**src/hdl/ctd_pkg.sv**
```systemverilog
// Purpose: Constants for the cable diagnostics control and result block
// Assumes: APB word per register, byte address is four times the index
// Notes:   Operation
// Operation
// RL1 - Writing one starts active-link test, self-clears
// RL2 - Active-link status bit reads one while running
// RL3 - Cross mode watches opposite pair unless disabled
// RL4 - Transmit-pair bypass skips transmit-pair reflectometry
// RL5 - Receive-pair bypass skips receive-pair reflectometry
// RL6 - Averaging code selects two-power reflectometry cycles
// RL7 - Pulse control sets expected self reflection
// RL8 - Cable-length field sets listening duration
// RL9 - Short-cable threshold compensates strong reflections
// RL10 - Five transmit-pair peak locations, read-only, packed
// RL11 - First receive-pair peak in upper byte, raw
// RL12 - Gain-retrain disable bit stops gain retraining
// RL13 - Results hold until next run completes
// RL14 - Software keeps reserved bits, polls before reading
package ctd_pkg;
  // Register indices as printed, byte address is four times these
  localparam logic [11:0] IDX_GAIN   = 12'h130;
  localparam logic [11:0] IDX_ALINK  = 12'h155;
  localparam logic [11:0] IDX_RCTL   = 12'h170;
  localparam logic [11:0] IDX_PULSE  = 12'h171;
  localparam logic [11:0] IDX_LISTEN = 12'h173;
  localparam logic [11:0] IDX_SHORT  = 12'h177;
  localparam logic [11:0] IDX_LOC1   = 12'h180;
  localparam logic [11:0] IDX_LOC2   = 12'h181;
  localparam logic [11:0] IDX_LOC3   = 12'h182;
  localparam logic [11:0] IDX_ISTAT  = 12'h1a0;
  localparam logic [11:0] IDX_IMASK  = 12'h1a1;
  localparam logic [11:0] IDX_RUN    = 12'h1a2;
  localparam int ADDR_W = 12;
  // Field positions
  localparam int B_GAIN_DIS   = 11;
  localparam int B_AL_START   = 15;
  localparam int B_AL_BUSY    = 12;
  localparam int B_AL_SUM_LO  = 4;
  localparam int B_CROSS_DIS  = 14;
  localparam int B_TX_BYP     = 13;
  localparam int B_RX_BYP     = 12;
  localparam int B_AVG_LO     = 8;
  localparam int B_LISTEN_LO  = 8;
  localparam int B_SHORT_LO   = 8;
  localparam int B_RUN_START  = 0;
  localparam int B_RUN_BUSY   = 1;
  localparam int I_ALINK_DONE = 0;
  localparam int I_TDR_DONE   = 1;
  // Reset values
  localparam logic [15:0] RST_GAIN   = 16'h0001;
  localparam logic [3:0]  RST_AL_LOW = 4'h1;
  localparam logic [15:0] RST_RCTL   = 16'h0e52;
  localparam logic [15:0] RST_PULSE  = 16'hc85c;
  localparam logic [15:0] RST_LISTEN = 16'hff1e;
  localparam logic [15:0] RST_SHORT  = 16'h189b;
  // Writable masks; bit 15 of the control register is read-only zero
  localparam logic [15:0] MSK_RCTL   = 16'h7fff;
  localparam logic [2:0]  AVG_RSVD   = 3'h7;
  localparam logic [6:0]  AVG_MAX    = 7'h40;
  localparam int N_TX_PEAKS = 5;
  typedef enum logic [1:0] {
    ST_IDLE   = 2'b00,
    ST_FIRE   = 2'b01,
    ST_LISTEN = 2'b10,
    ST_DONE   = 2'b11
  } ctd_state_t;
endpackage

```
**src/hdl/ctd_top.sv**
```systemverilog
// Purpose: Cable diagnostics control, sequencing and result registers
// Assumes: Front end on core_clk; peaks reported during listen windows
// Notes:   Zero-wait APB slave, all outputs registered
//
// The APB slave port is this design's own decision.
`timescale 1ns/100ps
`default_nettype none
module ctd_top (
  // Clock and reset
  input  wire logic                       core_clk,
  input  wire logic                       rstn,
  // APB slave
  input  wire logic                       psel,
  input  wire logic                       penable,
  input  wire logic                       pwrite,
  input  wire logic [ctd_pkg::ADDR_W-1:0] paddr,
  input  wire logic [31:0]                pwdata,
  output logic      [31:0]                prdata,
  output logic                            pready,
  output logic                            pslverr,
  // Interrupt
  output logic                            irq,
  // Active-link test front end
  output logic                            alink_req,
  input  wire logic                       alink_ack,
  input  wire logic [7:0]                 active_link_sum_result,
  // Reflectometry front end
  output logic                            tdr_fire,
  output logic                            tdr_pair,
  output logic                            tdr_cross_dis,
  output logic      [3:0]                 tdr_pulse_ctl,
  output logic      [7:0]                 tdr_listen_len,
  output logic      [4:0]                 tdr_short_thr,
  input  wire logic                       peak_vld,
  input  wire logic                       peak_pair,
  input  wire logic [2:0]                 peak_num,
  input  wire logic [7:0]                 peak_loc,
  // Receiver control
  output logic                            gain_retrain_dis
);

  typedef struct packed {
    logic [31:0]         rd_data;
    logic                ready;
    logic                slverr;
    logic                irq;
    logic [15:0]         gain;
    logic [3:0]          al_low;
    logic                al_busy;
    logic                al_req;
    logic [7:0]          al_sum;
    logic [15:0]         rctl;
    logic [15:0]         pulse;
    logic [15:0]         listen;
    logic [15:0]         short_thr;
    logic [39:0]         loc_tx;
    logic [7:0]          loc_rx;
    logic [39:0]         sh_tx;
    logic [7:0]          sh_rx;
    logic [1:0]          istat;
    logic [1:0]          imask;
    ctd_pkg::ctd_state_t state;
    logic                pair;
    logic [6:0]          cyc;
    logic [7:0]          timer;
    logic                fire;
  } ctd_regs_t;

  ctd_regs_t st_ff;
  ctd_regs_t nxt_st;

  // Reserved code runs the longest average rather than none
  function automatic logic [6:0] avg_cycles(input logic [2:0] code);
    if (code == ctd_pkg::AVG_RSVD) begin
      return ctd_pkg::AVG_MAX;
    end
    return 7'(7'h01 << code);
  endfunction

  function automatic logic [11:0] byte_addr(input logic [11:0] idx);
    return 12'(idx << 2);
  endfunction

  function automatic logic is_mapped(input logic [11:0] a);
    logic hit;
    hit = 1'b0;
    if (a == byte_addr(ctd_pkg::IDX_GAIN) || a == byte_addr(ctd_pkg::IDX_ALINK) ||
        a == byte_addr(ctd_pkg::IDX_RCTL) || a == byte_addr(ctd_pkg::IDX_PULSE) ||
        a == byte_addr(ctd_pkg::IDX_LISTEN) || a == byte_addr(ctd_pkg::IDX_SHORT) ||
        a == byte_addr(ctd_pkg::IDX_LOC1) || a == byte_addr(ctd_pkg::IDX_LOC2) ||
        a == byte_addr(ctd_pkg::IDX_LOC3) || a == byte_addr(ctd_pkg::IDX_ISTAT) ||
        a == byte_addr(ctd_pkg::IDX_IMASK) || a == byte_addr(ctd_pkg::IDX_RUN)) begin
      hit = 1'b1;
    end
    return hit;
  endfunction

  function automatic logic [15:0] rd_mux(input ctd_regs_t s, input logic [11:0] a);
    logic [15:0] d;
    d = 16'h0000;
    if (a == byte_addr(ctd_pkg::IDX_GAIN)) begin
      d = s.gain;
    end else if (a == byte_addr(ctd_pkg::IDX_ALINK)) begin
      // Start bit always reads zero
      d = {3'h0, s.al_busy, s.al_sum, s.al_low}; // RL2
    end else if (a == byte_addr(ctd_pkg::IDX_RCTL)) begin
      d = s.rctl & ctd_pkg::MSK_RCTL;
    end else if (a == byte_addr(ctd_pkg::IDX_PULSE)) begin
      d = s.pulse;
    end else if (a == byte_addr(ctd_pkg::IDX_LISTEN)) begin
      d = s.listen;
    end else if (a == byte_addr(ctd_pkg::IDX_SHORT)) begin
      d = s.short_thr;
    end else if (a == byte_addr(ctd_pkg::IDX_LOC1)) begin
      d = s.loc_tx[15:0]; // RL10
    end else if (a == byte_addr(ctd_pkg::IDX_LOC2)) begin
      d = s.loc_tx[31:16]; // RL10
    end else if (a == byte_addr(ctd_pkg::IDX_LOC3)) begin
      d = {s.loc_rx, s.loc_tx[39:32]}; // RL11
    end else if (a == byte_addr(ctd_pkg::IDX_ISTAT)) begin
      d = {14'h0000, s.istat};
    end else if (a == byte_addr(ctd_pkg::IDX_IMASK)) begin
      d = {14'h0000, s.imask};
    end else if (a == byte_addr(ctd_pkg::IDX_RUN)) begin
      d = {14'h0000, s.state != ctd_pkg::ST_IDLE, 1'b0};
    end
    return d;
  endfunction

  always_comb begin
    logic        setup;
    logic        wr;
    logic [15:0] wd;
    logic [1:0]  ev;
    logic        tx_on;
    logic        rx_on;
    logic        last_cyc;
    setup    = 1'b0;
    wr       = 1'b0;
    wd       = 16'h0000;
    ev       = 2'b00;
    tx_on    = 1'b0;
    rx_on    = 1'b0;
    last_cyc = 1'b0;
    nxt_st   = st_ff;

    // APB: decode in setup, answer with pready in the first access cycle
    setup          = psel && !penable;
    wr             = psel && penable && st_ff.ready && pwrite && !st_ff.slverr;
    wd             = pwdata[15:0];
    nxt_st.ready   = setup;
    nxt_st.slverr  = setup && !is_mapped(paddr);
    nxt_st.rd_data = setup ? {16'h0000, rd_mux(st_ff, paddr)} : 32'h0000_0000;

    tx_on = !st_ff.rctl[ctd_pkg::B_TX_BYP]; // RL4
    rx_on = !st_ff.rctl[ctd_pkg::B_RX_BYP]; // RL5

    if (wr) begin
      if (paddr == byte_addr(ctd_pkg::IDX_GAIN)) begin
        nxt_st.gain = wd; // RL12
      end
      if (paddr == byte_addr(ctd_pkg::IDX_ALINK)) begin
        nxt_st.al_low = wd[3:0];
        // Start is a strobe, not stored; a start while busy is ignored
        if (wd[ctd_pkg::B_AL_START] && !st_ff.al_busy) begin // RL1
          nxt_st.al_busy = 1'b1; // RL2
          nxt_st.al_req  = 1'b1;
        end
      end
      if (paddr == byte_addr(ctd_pkg::IDX_RCTL)) begin
        nxt_st.rctl = wd & ctd_pkg::MSK_RCTL;
      end
      if (paddr == byte_addr(ctd_pkg::IDX_PULSE)) begin
        nxt_st.pulse = wd; // RL7
      end
      if (paddr == byte_addr(ctd_pkg::IDX_LISTEN)) begin
        nxt_st.listen = wd; // RL8
      end
      if (paddr == byte_addr(ctd_pkg::IDX_SHORT)) begin
        nxt_st.short_thr = wd; // RL9
      end
      if (paddr == byte_addr(ctd_pkg::IDX_ISTAT)) begin
        nxt_st.istat = st_ff.istat & ~wd[1:0];
      end
      if (paddr == byte_addr(ctd_pkg::IDX_IMASK)) begin
        nxt_st.imask = wd[1:0];
      end
    end

    // Active-link test completes on the front-end acknowledge
    if (st_ff.al_busy && alink_ack) begin
      nxt_st.al_busy = 1'b0; // RL2
      nxt_st.al_req  = 1'b0;
      nxt_st.al_sum  = active_link_sum_result;
      ev[ctd_pkg::I_ALINK_DONE] = 1'b1;
    end

    // Reflectometry sequencer
    nxt_st.fire = 1'b0;
    unique case (st_ff.state)
      ctd_pkg::ST_IDLE: begin
        if (wr && paddr == byte_addr(ctd_pkg::IDX_RUN) && wd[ctd_pkg::B_RUN_START]) begin
          // Shadows clear so a skipped pair reports zero locations
          nxt_st.sh_tx = 40'h00_0000_0000;
          nxt_st.sh_rx = 8'h00;
          nxt_st.cyc   = 7'h00;
          nxt_st.pair  = !tx_on; // RL4
          if (tx_on || rx_on) begin // RL5
            nxt_st.state = ctd_pkg::ST_FIRE;
          end else begin
            nxt_st.state = ctd_pkg::ST_DONE;
          end
        end
      end
      ctd_pkg::ST_FIRE: begin
        nxt_st.fire  = 1'b1;
        nxt_st.timer = st_ff.listen[15:8]; // RL8
        nxt_st.state = ctd_pkg::ST_LISTEN;
      end
      ctd_pkg::ST_LISTEN: begin
        // Opposite-pair reflections only count in cross mode
        if (peak_vld && (peak_pair == st_ff.pair ||
                         !st_ff.rctl[ctd_pkg::B_CROSS_DIS])) begin // RL3
          if (!peak_pair && peak_num < 3'(ctd_pkg::N_TX_PEAKS)) begin
            nxt_st.sh_tx[peak_num*8 +: 8] = peak_loc; // RL10
          end else if (peak_pair && peak_num == 3'h0) begin
            nxt_st.sh_rx = peak_loc; // RL11
          end
        end
        if (st_ff.timer != 8'h00) begin
          nxt_st.timer = st_ff.timer - 8'h01;
        end else begin
          last_cyc = (st_ff.cyc == avg_cycles(st_ff.rctl[ctd_pkg::B_AVG_LO +: 3]) - 7'h01); // RL6
          if (!last_cyc) begin
            nxt_st.cyc   = st_ff.cyc + 7'h01;
            nxt_st.state = ctd_pkg::ST_FIRE;
          end else if (!st_ff.pair && rx_on) begin
            nxt_st.cyc   = 7'h00;
            nxt_st.pair  = 1'b1; // RL5
            nxt_st.state = ctd_pkg::ST_FIRE;
          end else begin
            nxt_st.state = ctd_pkg::ST_DONE;
          end
        end
      end
      ctd_pkg::ST_DONE: begin
        nxt_st.loc_tx = st_ff.sh_tx; // RL13
        nxt_st.loc_rx = st_ff.sh_rx; // RL13
        nxt_st.state  = ctd_pkg::ST_IDLE;
        ev[ctd_pkg::I_TDR_DONE] = 1'b1;
      end
    endcase

    // New events win over a clear in the same cycle
    nxt_st.istat = nxt_st.istat | ev;
    nxt_st.irq   = |(nxt_st.istat & nxt_st.imask);
  end

  always_ff @(posedge core_clk) begin
    if (!rstn) begin
      st_ff           <= '0;
      st_ff.gain      <= ctd_pkg::RST_GAIN;
      st_ff.al_low    <= ctd_pkg::RST_AL_LOW;
      st_ff.rctl      <= ctd_pkg::RST_RCTL;
      st_ff.pulse     <= ctd_pkg::RST_PULSE;
      st_ff.listen    <= ctd_pkg::RST_LISTEN;
      st_ff.short_thr <= ctd_pkg::RST_SHORT;
      st_ff.state     <= ctd_pkg::ST_IDLE;
    end else begin
      st_ff <= nxt_st;
    end
  end

  assign prdata           = st_ff.rd_data;
  assign pready           = st_ff.ready;
  assign pslverr          = st_ff.slverr;
  assign irq              = st_ff.irq;
  assign alink_req        = st_ff.al_req;
  assign tdr_fire         = st_ff.fire;
  assign tdr_pair         = st_ff.pair;
  assign tdr_cross_dis    = st_ff.rctl[ctd_pkg::B_CROSS_DIS]; // RL3
  assign tdr_pulse_ctl    = st_ff.pulse[3:0]; // RL7
  assign tdr_listen_len   = st_ff.listen[15:8]; // RL8
  assign tdr_short_thr    = st_ff.short_thr[12:8]; // RL9
  assign gain_retrain_dis = st_ff.gain[ctd_pkg::B_GAIN_DIS]; // RL12

endmodule
`default_nettype wire

```
**config.mk**
```make
export PLATFORM = sky130hd
export DESIGN_NAME = ctd_top
export DESIGN_NICKNAME = d
export VERILOG_FILES = /design/src/hdl/ctd_pkg.sv /design/src/hdl/ctd_top.sv
export SDC_FILE = /design/constraint.sdc
export NUM_CORES = 1
export LEC_CHECK = 0
export ABC_AREA = 1
export BUFFER_PORTS_ARGS = -buffer_cell sky130_fd_sc_hd__clkbuf_2
export CAP_MARGIN = 20
export CORE_MARGIN = 4
export CORE_UTILIZATION = 52
export DETAILED_ROUTE_END_ITERATION = 6
export HOLD_SLACK_MARGIN = 0.02
export PLACE_DENSITY = 0.75
export SYNTH_ARGS = -nofsm -noshare
export SYNTH_HDL_FRONTEND = slang
export SYNTH_SLANG_ARGS = --single-unit
```
**constraint.sdc**
```tcl
create_clock -name core_clk -period 2.3 [get_ports core_clk]
set_clock_uncertainty 0.1 [all_clocks]
set_input_delay 0.23 -clock core_clk [delete_from_list [all_inputs] [get_ports core_clk]]
set_output_delay 0.23 -clock core_clk [all_outputs]
set_load 0.01 [all_outputs]
```
; Word-level counts from Yosys, hierarchy flattened
; Index checks and enable logic that the tools add are counted.
; Widths: inputs -> output; s select.
[word_totals]
out_inout_bits = 57
in_bits = 71
word_cells = 168
reg_bits = 246
[op_classes]
reduce_logical = 58
addsub = 4
muxes = 45
n_shift = 3
order_cmp = 1
n_eq_ne = 28
n_bitwise = 5
[op_table]
columns = cell, count
row1 = $eq 12x11->1 const B, 12
row2 = $mux 16, 9
row3 = $mux 48, 2
row4 = $pmux 48 s2, 1
row5 = $bwmux 40, 1
row6 = $mux 40, 1
row7 = $shift 8x34->40 const A, 1
row8 = $shiftx 8x34->40, 1
row9 = $mux 7, 5
row10 = $neg 6->34, 1
row11 = $mux 8, 4
row12 = $pmux 8 s2, 2
row13 = $mux 10, 2
row14 = $ne 2x2->1 const B, 9
row15 = $reduce_and 2->1, 9
row16 = $mux 2, 8
row17 = $logic_and 1x1->1, 14
row18 = $logic_or 1x1->1, 13
row19 = $reduce_and 5->1, 2
row20 = $logic_not 1->1, 9
row21 = $mux 1, 8
row22 = $pmux 2 s4, 1
row23 = $reduce_and 4->1, 2
row24 = $reduce_bool 8->1, 1
row25 = 21 further kinds, 26

; Depth between registers and ports, before layout
[logic_depth]
ltp_word = 15
ltp_mapped = 16
depth_no_buf = 16

; Worst setup path before layout
; OpenSTA, ideal clock, no wires.
[synth_timing]
path_type = input to register
from = input port peak_num[0]
to = register st_ff[61] (netlist bit)
path_slack_ns = 0.043
n_path_buf = 3
path_stages = 13
t_arrival_ns = 2.087
required_time_ns = 2.130
path_cell_list = inv_1 -> clkbuf_1 -> ha_1 -> ha_1 -> clkbuf_1 -> inv_1 -> nand3_1 -> nor3_2 -> nor2_1 -> nor2_4 -> buf_6 -> o21ai_1 -> a21oi_1
[synth_via]
elab_chain_len = 6
[synth_lines]
columns = element, line
row1 = "start, declared", ctd_top.sv:36  ; input wire logic [2:0] peak_num,
row2 = $neg 6->34, ctd_top.sv:225  ; nxt_st.sh_tx[peak_num*8 +: 8] = peak_loc;
row3 = $shiftx 8x34->40 / $shift 8x34->40 (equally long branches), ctd_top.sv:225
row4 = $bwmux 40, ctd_top.sv:225
row5 = $mux 40, ctd_top.sv:224  ; if (!peak_pair && peak_num < 3'(ctd_pkg::N_TX_PEAKS)) begin
row6 = $mux 48, ctd_top.sv:222  ; if (peak_vld && (peak_pair == st_ff.pair ||
row7 = $pmux 48 s2, ctd_top.sv:200  ; unique case (st_ff.state)
row8 = "end signal, assigned", ctd_top.sv:270  ; st_ff <= nxt_st;
row9 = "end, declared", ctd_top.sv:69  ; ctd_regs_t st_ff;
; Several ways; a longest one is shown, not always the timed one. The select of a mux whose other input is x is not followed.
; A chain may end at the register's enable or synchronous reset.

; Final worst setup path
[layout_timing]
from = input port penable
to = register st_ff[37] (netlist bit)
[layout_via]
elab_chain_len = 8
[layout_lines]
columns = element, line
row1 = "start, declared", ctd_top.sv:14  ; input wire logic penable,
row2 = $logic_and 1x1->1 (4 in series), ctd_top.sv:149  ; wr = psel && penable && st_ff.ready && pwrite && !st_ff.slverr;
row3 = $logic_and 1x1->1 (2 in series), ctd_top.sv:202  ; if (wr && paddr == byte_addr(ctd_pkg::IDX_RUN) && wd[ctd_pkg::B_RUN_START]) begin
row4 = $ne 2x2->1 (no source line), --
row5 = $reduce_and 4->1 (no source line), --
; Every way passes these cells.

==> flow_metrics.env <==
export IMPL_diodes=0
export IMPL_num_vias=9976
export IMPL_min_period_ns=2.123
export IMPL_synthArstFlopShare=0
export IMPL_syn_inst=1463
export IMPL_worstPathArrival_ns=2.40
export IMPL_ant_nets=0
export IMPL_synth_top_area_share=0.4410
export IMPL_nNetsFinal=1639
export IMPL_seq_area_frac_synth=0.4410
export IMPL_end_kind="flop"
export IMPL_ys_warn_count=0
export IMPL_hold_violations=0
export IMPL_wl_met2_microns=13310
export IMPL_whs_ns=0.04601
export IMPL_drc=0
export IMPL_regToRegStartpoint="st_ff[1]"
export IMPL_max_cap_violations=0
export IMPL_initial_core_util=0.5329
export IMPL_wire_per_inst_microns=16.11
export IMPL_max_freq_ghz=0.4710
export IMPL_port_buffers=95
export IMPL_setup_viol=0
export IMPL_rsz0062_at_grt="no"
export IMPL_slowest_stage="dlygate4sd3_1"
export IMPL_drive_above_1_share=0.1348
export IMPL_worstPathCellList="dlygate4sd3_1 -> clkbuf_2 -> nand2_1 -> nor3_4 -> nand2_2 -> o21ai_4 -> nand3_4 -> inv_2 -> o21ai_1 -> nand2_1 -> a21oi_1"
export IMPL_synth_most_common_cell="dfxtp_1"
export IMPL_cpMostUsedCell="nand2_1"
export IMPL_area_growth_pct=16.84
export IMPL_cpPeakStageDelay_ns=0.53
export IMPL_first_global_vias=9285
export IMPL_period_share=0.9232
export IMPL_grt_usage=0.2625
export IMPL_viasPerCell=5.407
export IMPL_htreeDepth=1
export IMPL_synth_area_leaders="dfxtp_1, o21ai_0, nand2_1, a21oi_1, nor2_1"
export IMPL_status="completed"
export IMPL_cts_tree="built"
export IMPL_required_ns=2.57
export IMPL_wirelength_met1_microns=12970
export IMPL_dpl_hpwl_microns=20850
export IMPL_ys_types=42
export IMPL_clock_path_buffers=3
export IMPL_slew_viol_final=0
export IMPL_row_count=51
export IMPL_gr_total_overflow=0
export IMPL_slew_headroom=0.5605
export IMPL_worstSetupPathType="primary input to flop"
export IMPL_cts_sinks=230
export IMPL_synth_edf_count=0
export IMPL_place_congestion=0.9166
export IMPL_routed_wl_microns=29720
export IMPL_met3_length_microns=2236
export IMPL_fin_total_pwr_mw=8.283
export IMPL_die_w_microns=149.7
export IMPL_min_from="peak_loc[6]"
export IMPL_root_buffer="clkbuf_16"
export IMPL_vdd_drop_max_v=0.0004695
export IMPL_synth_area_leader_cell="dfxtp_1"
export IMPL_timing_critical_path_buf_inv=3
export IMPL_grt_antenna_before_repair=0
export IMPL_critPathTopFamily="simple AND/OR/NAND/NOR gates"
export IMPL_synth_seq_cells=230
export IMPL_ys_flop_type="dfxtp_1"
export IMPL_crit_start="penable"
export IMPL_finalSetupTns_ns=0
export IMPL_post_cts_buffers=0
export IMPL_dr_pass1_iters=5
export IMPL_tightest_slew_ns=0.6548
export IMPL_grt_pass1_wl_microns=47580
export IMPL_die_area_sq_um=22410
export IMPL_cts_made_buffers=24
export IMPL_synthTopCellsByCount="dfxtp_1, nand2_1, nor2_1, o21ai_0, a21oi_1"
export IMPL_path_clk_slew_ns=0.06
export IMPL_clkLatencyLatePin_ns=0.52
export IMPL_cp_start_kind="primary input"
export IMPL_synth_area_sq_um=10440
export IMPL_num_io_pins=128
export IMPL_path_max_fanout=8
export IMPL_p_per_area_nw_per_um2=679.1
export IMPL_leakagePower_nw=5.174
export IMPL_core_area_sq_um=19590
export IMPL_avgSynthCellArea_sq_um=7.136
export IMPL_hold_path_class="primary input to flop"
export IMPL_grt_max_degree=165
export IMPL_die_h_microns=149.7
export IMPL_drt_iter0_markers=905
export IMPL_highest_layer="met4"
cells by family (layout without fill, tap and decap cells):
| kind of cell | after synthesis | count (layout) | synth area share |
|---|---|---|---|
| buffers and inverters | 262 | 364 | 0.1139 |
| and+or+nand+nor | 537 | 537 | 0.2145 |
| DFF | 230 | 230 | 0.4410 |
| other | 1 | 16 | 0.0003592 |
| AOI/OAI and AO/OA | 423 | 423 | 0.2204 |
| xor gates and xnor gates | 6 | 6 | 0.005034 |
| adders and majority gates | 4 | 4 | 0.004794 |
through the flow:
| stage | cell area, sq um | std cells | setup WS [ns] | utilization |
|---|---|---|---|---|
| floorplan | 10500 | 1478 | 0.04313 | - |
| global placement | 11130 | 1778 | 0.1219 | 0.5682 |
| detailed placement | 11130 | 1778 | 0.07264 | 0.5682 |
| CTS | 12190 | 1845 | 0.07245 | 0.6220 |
| global route | 12200 | 1845 | 0.02712 | 0.6227 |
| finish | 12200 | 1845 | 0.1767 | 0.6227 |
report_power, final:
part           switching, mW  internal, mW
Clock                   1.59          2.36
Sequential           0.00106          3.98
Combinational          0.230         0.120
Total                   1.82          6.47
sequential cells by signal (all words and copies together), names as in the netlist:
signal,cells
alink_req,1
tdr_listen_len,8
st_ff,189
irq,1
tdr_fire,1
prdata,16
pslverr,1
pready,1
gain_retrain_dis,1
tdr_cross_dis,1
tdr_pair,1
tdr_short_thr,5
tdr_pulse_ctl,4
final timing paths:
check | to | slack [ns] | depth (start not counted)
setup reg to reg | st_ff[15] | 0.23 | 14
hold reg to reg | st_ff[71] | 0.35 | 2
setup / recovery | st_ff[37] | 0.18 | 11
hold / removal | st_ff[53] | 0.05 | 5
timing repair:
item | CTS | global route
setup endpoints to repair | 0 | 15
hold endpoints to repair | 70 | 0
hold buffers | 25 | 0
gates resized for setup | 0 | 6
layout by cell type (no fill, tap or decap), drive strengths merged, types with 2 or more instances in the layout:
cell type | Yosys | final
dfxtp | 230 | 230
nand2 | 222 | 222
nor2 | 208 | 208
o21ai | 198 | 198
a21oi | 161 | 161
inv | 144 | 144
clkbuf | 53 | 128
nand3 | 69 | 69
buf | 62 | 56
o211ai | 34 | 34
nor3 | 30 | 30
dlygate4sd3 | 0 | 25
conb | 1 | 16
clkinv | 3 | 9
o221ai | 8 | 8
a22oi | 7 | 7
nand4 | 5 | 5
xor2 | 5 | 5
a31oi | 4 | 4
ha | 4 | 4
a211oi | 3 | 3
a22o | 2 | 2
o31ai | 2 | 2
nor4 | 2 | 2
bufinv | 0 | 2
tightest hold or removal path, stage by stage:
cell,delay [ns]
clkbuf_2,0.08
inv_1,0.12
nor3_1,0.08
nand2_1,0.06
a21oi_1,0.05
layout make-up:
type                    count  area, sq um
clock buffers              34        709.4
clock inverters             8        93.84
fillers                  1785         7392
inverters                 147        551.8
multi-input cells         986         4716
flip-flops and latches    230         4604
well taps                 265        331.6
repair buffers            175         1191
layer usage:
layer / GRT usage / vias up
met1: 0.3563 / 4539
met5: 0 / -
met2: 0.4242 / 380
met3: 0.03362 / 67
met4: 0.1093 / 0
li1: - / 4990
Note: power is estimated with default switching activity, not from simulation.
